==> src/mft_pkg.sv <==
// package: role codes, pin maps and reset values for the multifunction terminal router
package mft_pkg;

   localparam int unsigned NUM_PINS  = 7;
   localparam int unsigned NUM_GP    = 5;
   localparam int unsigned NUM_CARDS = 2;
   localparam int unsigned ROLE_W    = 4;
   localparam int unsigned ROUTE_W   = NUM_PINS * ROLE_W;

   // role codes held in each terminal's routing field
   localparam logic [3:0] ROLE_GPI    = 4'h0;
   localparam logic [3:0] ROLE_GPO    = 4'h1;
   localparam logic [3:0] ROLE_PINT   = 4'h2;
   localparam logic [3:0] ROLE_LED    = 4'h3;
   localparam logic [3:0] ROLE_ZV     = 4'h4;
   localparam logic [3:0] ROLE_APWM   = 4'h5;
   localparam logic [3:0] ROLE_WAKE   = 4'h6;
   localparam logic [3:0] ROLE_IRQ    = 4'h7;
   localparam logic [3:0] ROLE_RING   = 4'h8;
   localparam logic [3:0] ROLE_LOWPWR = 4'h9;
   localparam logic [3:0] ROLE_LOCK   = 4'ha;
   localparam logic [3:0] ROLE_SERIRQ = 4'hb;
   localparam logic [3:0] ROLE_CLKRUN = 4'hc;

   // legal roles per terminal, one bit per role code
   localparam logic [15:0] LEGAL_MASK [NUM_PINS] = '{
      16'h00ff,   // terminal 0
      16'h00ff,   // terminal 1
      16'h03fb,   // terminal 2: no parallel interrupt, adds ring and low power
      16'h0880,   // terminal 3: parallel irq or serialized irq
      16'h07fb,   // terminal 4: adds bus lock, ring and low power
      16'h02fb,   // terminal 5: adds low power
      16'h1080    // terminal 6: parallel irq or clock run
   };

   // general-purpose bit served by each terminal
   localparam int unsigned GP_INDEX [NUM_PINS] = '{0, 1, 2, 0, 3, 4, 0};
   // terminal carrying each general-purpose input
   localparam int unsigned GP_PIN [NUM_GP] = '{0, 1, 2, 4, 5};

   // two-wire loader terminals
   localparam int unsigned SDA_PIN = 1;
   localparam int unsigned SCL_PIN = 4;

   // routing reset value: all inputs, serialized irq on 3, clock run on 6
   localparam logic [ROUTE_W-1:0] ROUTE_RESET = 28'hc00b000;

   // internal functions offered to the terminals
   typedef struct packed {
      logic              par_int_a;
      logic              par_int_b;
      logic [NUM_GP-1:0] gen_output;
      logic              led;
      logic              video_switch_out;
      logic              card_audio_pwm;
      logic              wake_event_out;
      logic [NUM_PINS-1:0] par_irq;
      logic              ring_sig;
      logic              low_power_state_out;
      logic              serirq_out;
      logic              serirq_drive;
      logic              clkrun_out;
      logic              clkrun_drive;
   } mft_func_type;

   // terminal levels handed back to the internal functions
   typedef struct packed {
      logic [NUM_GP-1:0] gen_input;
      logic              lock_in;
      logic              serialized_irq;
      logic              clkrun_in;
      logic              sda_in;
      logic              scl_in;
   } mft_sense_type;

endpackage

==> src/mft_router.sv <==
// multifunction terminal router: routing field, loader strap, speaker and ring outputs
`timescale 1ns/1ns
`default_nettype none
// Functional notes
// - terminal 0 offers int A, gpio0, led, zv, pwm, wake, irq
// - terminal 1 offers int B, gpio1, led, zv, pwm, wake, irq
// - strap low at global release: terminal 1 is data
// - bus reset release starts eeprom default load
// - terminal 2 adds ring and low-power status roles
// - terminal 3 irq or serialized irq, serialized default
// - terminal 4 adds bus lock, ring, low power
// - strap low at global release: terminal 4 is clock
// - terminal 5 offers gpio4, low power, wake, irq
// - terminal 6 is clock run or irq
// - host speaker is xor of card inputs
// - suspend blocks register clearing by resets
// - dedicated output carries ring or power event
module mft_router
   import mft_pkg::*;
(
   input  wire logic                 clock,
   input  wire logic                 nrst,
   input  wire logic                 global_reset_in,
   input  wire logic                 bus_reset_in,
   input  wire logic                 suspend_in,
   input  wire logic                 strap_in,
   input  wire logic                 route_wr,
   input  wire logic [ROUTE_W-1:0]   route_wdata,
   output logic      [ROUTE_W-1:0]   route_rdata,
   output logic                      serial_bus_active,
   output logic                      eeprom_load_start,
   input  wire logic                 sda_drive_low,
   input  wire logic                 scl_drive_low,
   input  wire mft_func_type         func,
   output mft_sense_type             sense,
   input  wire logic [NUM_PINS-1:0]  multi_pin_in,
   output logic      [NUM_PINS-1:0]  multi_pin_out,
   output logic      [NUM_PINS-1:0]  multi_pin_oe_n,
   input  wire logic [NUM_CARDS-1:0] card_speaker_in,
   input  wire logic                 ring_sel_pme,
   input  wire logic                 ring_indicate_in,
   input  wire logic                 pme_in,
   output logic                      host_speaker_out,
   output logic                      ring_out
);

   logic [ROUTE_W-1:0]  route_q;
   logic [ROUTE_W-1:0]  route_d;
   logic                serial_en_q;
   logic                global_reset_in_q;
   logic                bus_reset_in_q;
   logic                load_q;
   logic                clear_regs;
   logic [NUM_PINS-1:0] cell_drv;
   logic [NUM_PINS-1:0] cell_en;
   logic [NUM_PINS-1:0] pin_out_d;
   logic [NUM_PINS-1:0] pin_oe_n_d;
   mft_sense_type       sense_q;
   mft_sense_type       sense_d;

   // routing field of one terminal
   function automatic logic [ROLE_W-1:0] role_of(input logic [ROUTE_W-1:0] r,
                                                 input int unsigned        pin);
      role_of = r[pin*ROLE_W +: ROLE_W];
   endfunction

   // system resets clear state only when suspend is low
   // suspend blocks clearing
   assign clear_regs = (global_reset_in | bus_reset_in) & ~suspend_in;

   // software write lands unless a reset is clearing
   // routing field write
   always_comb begin
      route_d = route_q;
      if (clear_regs) begin
         route_d = ROUTE_RESET;
      end else if (route_wr) begin
         route_d = route_wdata;
      end
   end

   // routing register; reset value puts terminal 3 in serialized irq
   // serialized irq default
   always_ff @(posedge clock or negedge nrst) begin
      if (!nrst) begin
         route_q <= ROUTE_RESET;
      end else begin
         route_q <= route_d;
      end
   end

   // reset level history, used to find the release edges
   always_ff @(posedge clock or negedge nrst) begin
      if (!nrst) begin
         global_reset_in_q <= 1'b1;
         bus_reset_in_q <= 1'b1;
      end else begin
         global_reset_in_q <= global_reset_in;
         bus_reset_in_q <= bus_reset_in;
      end
   end

   // strap is caught on the cycle global reset falls, not under nrst,
   // so a strap pin never feeds an asynchronous load
   // strap sample
   always_ff @(posedge clock or negedge nrst) begin
      if (!nrst) begin
         serial_en_q <= 1'b0;
      end else if (global_reset_in_q && !global_reset_in) begin
         serial_en_q <= ~strap_in;
      end
   end

   // one-cycle load request when bus reset releases with the loader present
   // eeprom load request
   always_ff @(posedge clock or negedge nrst) begin
      if (!nrst) begin
         load_q <= 1'b0;
      end else begin
         load_q <= bus_reset_in_q & ~bus_reset_in & serial_en_q;
      end
   end

   // one selector per terminal; legality masks keep per-terminal role sets
   // role selection
   genvar gi;
   generate
      for (gi = 0; gi < NUM_PINS; gi++) begin : g_cell
         mft_pin_cell #(.PIN(gi)) u_cell (
            .role (role_of(route_q, gi)),
            .func (func),
            .drv  (cell_drv[gi]),
            .en   (cell_en[gi])
         );
      end
   endgenerate

   // two-wire loader lines are open drain and beat the routed role
   // two-wire override
   always_comb begin
      pin_out_d  = cell_drv;
      pin_oe_n_d = ~cell_en;
      if (serial_en_q) begin
         pin_out_d[SDA_PIN]  = 1'b0;
         pin_oe_n_d[SDA_PIN] = ~sda_drive_low;
         pin_out_d[SCL_PIN]  = 1'b0;
         pin_oe_n_d[SCL_PIN] = ~scl_drive_low;
      end
   end

   // registered terminal drive; enables start released so nothing fights at power-up
   always_ff @(posedge clock or negedge nrst) begin
      if (!nrst) begin
         multi_pin_out  <= '0;
         multi_pin_oe_n <= '1;
      end else begin
         multi_pin_out  <= pin_out_d;
         multi_pin_oe_n <= pin_oe_n_d;
      end
   end

   // sampled terminal levels back to internal functions; a function
   // not routed to its terminal sees its idle level instead
   always_comb begin
      sense_d = '0;
      for (int k = 0; k < NUM_GP; k++) begin
         if (role_of(route_q, GP_PIN[k]) == ROLE_GPI) begin
            sense_d.gen_input[k] = multi_pin_in[GP_PIN[k]];
         end
      end
      sense_d.lock_in        = (role_of(route_q, 4) == ROLE_LOCK) ? multi_pin_in[4] : 1'b1;
      sense_d.serialized_irq = (role_of(route_q, 3) == ROLE_SERIRQ) ? multi_pin_in[3] : 1'b1;
      sense_d.clkrun_in      = (role_of(route_q, 6) == ROLE_CLKRUN) ? multi_pin_in[6] : 1'b0;
      sense_d.sda_in = serial_en_q ? multi_pin_in[SDA_PIN] : 1'b1;
      sense_d.scl_in = serial_en_q ? multi_pin_in[SCL_PIN] : 1'b1;
   end

   // sense register; one cycle of latency keeps every output a flop
   always_ff @(posedge clock or negedge nrst) begin
      if (!nrst) begin
         sense_q <= '0;
      end else begin
         sense_q <= sense_d;
      end
   end

   // speaker path: xor lets either socket's tone through unchanged
   // speaker xor
   always_ff @(posedge clock or negedge nrst) begin
      if (!nrst) begin
         host_speaker_out <= 1'b0;
      end else begin
         host_speaker_out <= ^card_speaker_in;
      end
   end

   // dedicated ring or power-event output
   // ring or event select
   always_ff @(posedge clock or negedge nrst) begin
      if (!nrst) begin
         ring_out <= 1'b0;
      end else begin
         ring_out <= ring_sel_pme ? pme_in : ring_indicate_in;
      end
   end

   // status outputs
   assign route_rdata       = route_q;
   assign serial_bus_active = serial_en_q;
   assign eeprom_load_start = load_q;
   assign sense             = sense_q;

endmodule
`default_nettype wire

==> src/mft_pin_cell.sv <==
// one terminal's output selector driven by its routing field
`timescale 1ns/1ns
`default_nettype none
module mft_pin_cell
   import mft_pkg::*;
#(
   parameter int unsigned PIN = 0
) (
   input  wire logic [ROLE_W-1:0] role,
   input  wire mft_func_type      func,
   output logic                   drv,
   output logic                   en
);

   logic legal;
   logic pint;

   // a code not offered on this terminal leaves it floating
   assign legal = LEGAL_MASK[PIN][role];
   assign pint  = (PIN == 0) ? func.par_int_a : func.par_int_b;

   // role decode; card interrupt (pint) and wake roles are open drain, low active
   always_comb begin
      drv = 1'b0;
      en  = 1'b0;
      if (legal) begin
         unique case (role)
            ROLE_GPO: begin
               drv = func.gen_output[GP_INDEX[PIN]];
               en  = 1'b1;
            end
            ROLE_PINT: en = pint;
            ROLE_LED: begin
               drv = func.led;
               en  = 1'b1;
            end
            ROLE_ZV: begin
               drv = func.video_switch_out;
               en  = 1'b1;
            end
            ROLE_APWM: begin
               drv = func.card_audio_pwm;
               en  = 1'b1;
            end
            ROLE_WAKE: en = func.wake_event_out;
            ROLE_IRQ: begin
               drv = func.par_irq[PIN];
               en  = 1'b1;
            end
            ROLE_RING: begin
               drv = func.ring_sig;
               en  = 1'b1;
            end
            ROLE_LOWPWR: begin
               drv = func.low_power_state_out;
               en  = 1'b1;
            end
            ROLE_SERIRQ: begin
               drv = func.serirq_out;
               en  = func.serirq_drive;
            end
            ROLE_CLKRUN: begin
               drv = func.clkrun_out;
               en  = func.clkrun_drive;
            end
            default: en = 1'b0;  // input roles: gpi, bus lock
         endcase
      end
   end

endmodule
`default_nettype wire

==> config.mk <==
export PLATFORM = sky130hd
export DESIGN_NAME = mft_router
export DESIGN_NICKNAME = d
export VERILOG_FILES = /design/src/mft_pkg.sv /design/src/mft_router.sv /design/src/mft_pin_cell.sv
export SDC_FILE = /design/constraint.sdc
export NUM_CORES = 1
export LEC_CHECK = 0
export BUFFER_PORTS_ARGS = -buffer_cell sky130_fd_sc_hd__buf_2
export CORE_MARGIN = 3
export CORE_UTILIZATION = 50
export DETAILED_ROUTE_END_ITERATION = 10
export PLACE_DENSITY_LB_ADDON = 0.25
export SYNTH_ARGS = -nofsm -noshare
export SYNTH_HDL_FRONTEND = slang
export SYNTH_SLANG_ARGS = --single-unit
==> constraint.sdc <==
create_clock -name clock -period 3.5 [get_ports clock]
set_clock_uncertainty 0.1 [all_clocks]
set_input_delay 0.7 -clock clock [delete_from_list [all_inputs] [get_ports clock]]
set_output_delay 0.7 -clock clock [all_outputs]
set_load 0.05 [all_outputs]
# Yosys cells after proc, flatten, opt, wreduce, memory -nomap -nowiden
# Memories as Yosys holds them, arrays and structs flattened.
# Cells that the tools add are included.
[word_totals]
latch_bits = 0
n_memories = 7
mem_bits_ro = 112
wordCells = 185
mem_bits_rw = 0
regBits = 58
[op_classes]
n_lt_le_gt_ge = 7
n_eq_ne = 78
shift = 0
n_reduce_logical = 16
n_mux = 52
div = 0
n_mul = 0
n_addsub = 0
n_bitwise = 10
[memory_table]
columns = ["memory", "depth", "width", "read_ports", "rd_clocked_by_memory_dff", "wr", "line_no", "text"]
rows = [
  ["(no name shown)", 16, 1, 1, 0, 0, "mft_pin_cell.sv:19", "assign legal = LEGAL_MASK[PIN][role];"],
  ["(no name shown)", 16, 1, 1, 0, 0, "mft_pin_cell.sv:19", ""],
  ["(no name shown)", 16, 1, 1, 0, 0, "mft_pin_cell.sv:19", ""],
  ["(no name shown)", 16, 1, 1, 0, 0, "mft_pin_cell.sv:19", ""],
  ["(no name shown)", 16, 1, 1, 0, 0, "mft_pin_cell.sv:19", ""],
  ["(no name shown)", 16, 1, 1, 0, 0, "mft_pin_cell.sv:19", ""],
  ["+1 memories", "--", "--", "--", "--", "--", "--", ""],
]
[op_table]
columns = ["operator", "n"]
rows = [
  ["$eq A4 B4 Y1 const B", 29],
  ["$eq A4 B3 Y1 const B", 28],
  ["$pmux W1 S9", 7],
  ["$eq A4 B2 Y1 const B", 14],
  ["$mux W28", 2],
  ["$reduce_or A7 Y1", 7],
  ["$mux W1", 36],
  ["$lt A4 B5 Y1 const B", 7],
  ["$pmux W1 S5", 7],
  ["$eq A4 B1 Y1 const B", 7],
  ["$logic_not A4 Y1", 5],
  ["$not A7 Y7", 1],
  ["$not A1 Y1", 5],
  ["$and A1 B1 Y1", 3],
  ["$reduce_bool A2 Y1", 1],
  ["$reduce_xor A2 Y1", 1],
  ["$logic_and A1 B1 Y1", 1],
  ["$logic_not A1 Y1", 1],
  ["$or A1 B1 Y1", 1],
]

# Depth between registers and ports, before layout
[depth]
ltp_word = 6
mapped_depth = 5
depth_no_buf = 4

# Hierarchy
# A second synthesis with hierarchy kept.
[hier_totals]
hier_cells = 252
hier_area_um2 = 2842.7
[by_module_without_submodules]
columns = ["module", "seq_area_each_um2", "instances", "cells_per_inst", "area_per_inst_um2"]
rows = [
  ["mft_router", 1468.9, 1, 156, 2148.3],
  ["mft_pin_cell at g_cell[0].u_cell ...", 0.0, 2, 11, 82.6],
  ["mft_pin_cell at g_cell[5].u_cell", 0.0, 1, 22, 163.9],
  ["mft_pin_cell at g_cell[2].u_cell", 0.0, 1, 19, 147.6],
  ["mft_pin_cell at g_cell[4].u_cell", 0.0, 1, 18, 131.4],
  ["mft_pin_cell at g_cell[6].u_cell", 0.0, 1, 8, 43.8],
  ["mft_pin_cell at g_cell[3].u_cell", 0.0, 1, 7, 42.5],
]

# Least setup slack after synthesis
# OpenSTA, ideal clock, no wires.
[synth_timing]
kind = "flip-flop to flip-flop"
from = "reg route_q[20] (netlist: route_rdata[20])"
to = "reg multi_pin_out[5]"
arrival_time_ns = 1.484
period_less_slack_ns = 1.713
path_stages_with_launch = 6
setup_slack_ns = 1.787
cell_sequence = "dfrtp_1 buf_6 mux2i_1 a2111oi_4 o31ai_1 o21ai_1"
[synth_between]
elab_chain_cells = 3
word_cells_on_any_way = 13
cone_classes = "9 x eq/ne; 3 x mux; 1 x memory"
[synth_rtl]
columns = ["element", "line_no", "text"]
rows = [
  ["from (decl)", "mft_router.sv:47", "logic [ROUTE_W-1:0] route_q;"],
  ["from (signal assigned)", "mft_router.sv:88", "route_q <= route_d;"],
  ["$mem_v2 Z16 W1 (tied with other cells)", "--", ""],
  ["$mux W1 (implied by the code) / $pmux W1 S9 (equally long branches)", "mft_pin_cell.sv:19, mft_pin_cell.sv:27", ""],
  ["$mux W1 (*)", "mft_pin_cell.sv:26", "if (legal) begin"],
  ["via g_cell[5].u_cell.drv", "mft_pin_cell.sv:11", "output logic drv,"],
  ["to (signal assigned)", "mft_router.sv:157", "multi_pin_out <= pin_out_d;"],
  ["to (decl)", "mft_router.sv:37", "output logic [NUM_PINS-1:0] multi_pin_out,"],
]
# The timed path passes the listed nets; every way through them passes the cells marked *. The select of a mux whose other input is x is not followed.
# A chain may end at the register's enable or synchronous reset.

# Worst setup path after layout
[layout_timing]
from = "reg serial_en_q (netlist: serial_bus_active)"
to = "out serial_bus_active"
[layout_rtl]
columns = ["element", "line_no", "text"]
rows = [
  ["from (decl)", "mft_router.sv:49", "logic serial_en_q;"],
  ["from (signal assigned)", "mft_router.sv:110", "serial_en_q <= ~strap_in;"],
  ["to (decl)", "mft_router.sv:30", "output logic serial_bus_active,"],
]
# No word-level cell between the ends.

==> impl_metrics.tcl <==
set metrics [dict create \
    status "finished, final reports clean" \
    ctsHoldBuffers 0 \
    drive_gt1_share_pct 43.8 \
    critPathLaunch "serial_bus_active" \
    final_cells 451 \
    die_height_um 79.5 \
    reg2reg_from "route_rdata[20]" \
    post_drt_wl_per_cell_um 15.3 \
    grt_usage_pct 22.6 \
    rsz0062_at_grt "false" \
    hpwl_um 5000 \
    cts_root_buf "clkbuf_8" \
    clkTransAtPathRegs_ps 60 \
    synth_seq_cells 58 \
    antenna_found_initial 0 \
    core_um2 5170 \
    cts.sinks 58 \
    async_reset_ff_share_pct 100 \
    die-area_um2 6320 \
    r2r_cells 4 \
    drc 0 \
    grt_pass1_wl_um 10800 \
    io_pins 129 \
    hold_violations 0 \
    n_antenna_cell 0 \
    synth.distinct_cells 43 \
    slowest_delay_ps 630 \
    min_period_ps 2110 \
    cts_buffers 9 \
    critPathCaptureType "primary output" \
    synthFlopType "dfrtp_1" \
    fin_crit_sh_pct 60.3 \
    fin_util_pct 69.1 \
    fin_ws_ps 1390 \
    p_leak_uw 0.00182 \
    grt_start_max_net_pins 33 \
    cp_cell_sequence "buf_2" \
    wl_met1_um 2950 \
    slew_viol_final 0 \
    r2r_slack_ps 1880 \
    die_x_um 79.5 \
    tightest_slew_ps 954 \
    clkLatencyLatePin_ps 340 \
    pre_cts_ws_ps 1500 \
    nFillCells 421 \
    synth_area_um2 2700 \
    power_density_nw_per_um2 538 \
    irDropWorstVdd_mv 0.327 \
    cp_data_required_time_ps 2700 \
    finalSetupTns_ps 0 \
    dp.cells 435 \
    rows 26 \
    cts_setup_buffers 0 \
    crit_family "flip-flops" \
    postRouteAntennaNets 0 \
    tritoncts "done" \
    seq_area_frac_synth_pct 54.4 \
    worstReg2RegEnd "multi_pin_out[5]" \
    synth_cells 249 \
    gp_congestion 0.756 \
    max_clock_freq_mhz 474 \
    critPathKind "reg2out" \
    ys_warn_count 0 \
    grt_pass1_vias 2161 \
    yosys-top-cells-area "dfrtp_1 (41%), dfstp_2 (14%), mux2i_1 (13%)" \
    via_per_inst 5.15 \
    ctsResizeCount 0 \
    area_growth_syn_to_layout_pct 32.4 \
    setup_violations 0 \
    ctsHtreeMaxLevel 3 \
    hold_class "in2async" \
    arrival_ps 1310 \
    ctsLongestPathBuffers 2 \
    multi_input_area_um2 1140 \
    syn_nets 322 \
    synth_edf_count 0 \
    wl_um 6880 \
    crit_path_start_kind "register" \
    slew_headroom_pct 36.3 \
    dr.pass1.iters 4 \
    yosys.area.top_type_share_pct 40.8 \
    vias 2321 \
    yosysTopAreaCell "dfrtp_1" \
    overflow 0 \
    wl_met2_um 3370 \
    path_max_fanout 11 \
    layout.nets 449 \
    regArea_um2 1470 \
    crit_buf_inv 1 \
    start_util_pct 52.2 \
    crit_path_top_delay_cell "dfrtp_1" \
    syn_avg_cell_area_um2 10.8 \
    port_buffers 128 \
    top_layer "met4" \
    wl_met3_um 435 \
    maxCapViolations 0 \
    first_iter_violations 124 \
]
## worst reg2reg max path, delay by kind of cell, from the launching register on
| kind | cells | cell delay (ps) |
|---|---|---|
| AOI/OAI and AO/OA | 3 | 450 |
| DFF | 1 | 600 |
| muxes | 1 | 360 |
## power breakdown
| part | switching [uW] | internal [uW] |
|---|---|---|
| clock | 266 | 366 |
| sequential | 65.0 | 743 |
| combinational | 337 | 144 |
## layout by cell type (no fill, tap or decap), types with 3 or more instances in the layout
cell type	n
buf_2	128
nor2_1	44
dfrtp_1	44
mux2i_1	36
nand2_1	18
dfstp_2	14
clkbuf_8	11
a21oi_1	9
o21ai_0	8
inv_1	6
nor2b_1	4
nand2b_1	4
mux2_2	4
nor3_1	4
nand4b_1	3
nor3b_1	3
and3_1	3
a22oi_1	3
o32ai_1	3
## synthesized netlist by cell type (all sizes together) (2+ instances only)
master,count
dfrtp,44
o31ai,2
inv,6
buf,8
o21ai,10
dfstp,14
a22oi,3
nor3b,3
mux2,4
mux2i,36
nand2,18
nand4b,3
nor2b,4
nor2,45
a21oi,9
and3,3
nor3,4
or2,2
clkbuf,5
o32ai,3
nand2b,4
## logic make-up (layout without fill, tap and decap cells)
logic type | count (synthesis) | after routing | share of synthesized area [%]
AND/OR/NAND/NOR | 92 | 92 | 16.1
flip-flops | 58 | 58 | 54.4
multiplexers | 41 | 41 | 15.9
AO/OA/AOI/OAI | 37 | 37 | 9.50
buffers and inverters | 19 | 151 | 3.43
XOR/XNOR | 2 | 2 | 0.649
## per-layer routing
| metal | global-route usage [%] | vias to the layer above |
|---|---|---|
| met2 | 34.3 | 86 |
| met3 | 4.51 | 10 |
| met4 | 10.3 | 0 |
| li1 | - | 1124 |
| met5 | 0 | - |
| met1 | 31.1 | 1101 |
## final cells by class
class                      count  area share [%]
inverter                       6           0.630
clock buffer                  12            4.34
sequential                    58            41.1
tap                           70            2.45
multi-input combinational    172            31.9
clock inverter                 4            1.40
timing repair buffer         129            18.1
## sequential cells by signal, indices dropped and copies added, names as in the netlist
| name | count |
|---|---|
| route_rdata | 28 |
| sense | 10 |
| multi_pin_oe_n | 7 |
| multi_pin_out | 7 |
| bus_reset_in_q | 1 |
| eeprom_load_start | 1 |
| global_reset_in_q | 1 |
| host_speaker_out | 1 |
| ring_out | 1 |
| serial_bus_active | 1 |
## worst max-delay path by stage
stage | cells after the start | slack [ps] | end
after floorplan | 5 | 1790 | multi_pin_out[5]
after global placement | 4 | 1540 | route_rdata[14]
after detailed placement | 4 | 1500 | route_rdata[10]
after CTS | 1 | 1380 | serial_bus_active
after global routing | 1 | 1350 | serial_bus_active
final | 1 | 1390 | serial_bus_active
## per-stage QoR
step / cell area (um2) / hold WS, ps / total power (uW)
after floorplan: 2700 / 304 / 1160
after global placement: 3370 / 370 / 1290
after detailed placement: 3370 / 373 / 1300
after CTS: 3570 / 325 / 1930
after global routing: 3570 / 357 / 2010
final: 3570 / 308 / 1920
Note: power is estimated with default switching activity, not from simulation.
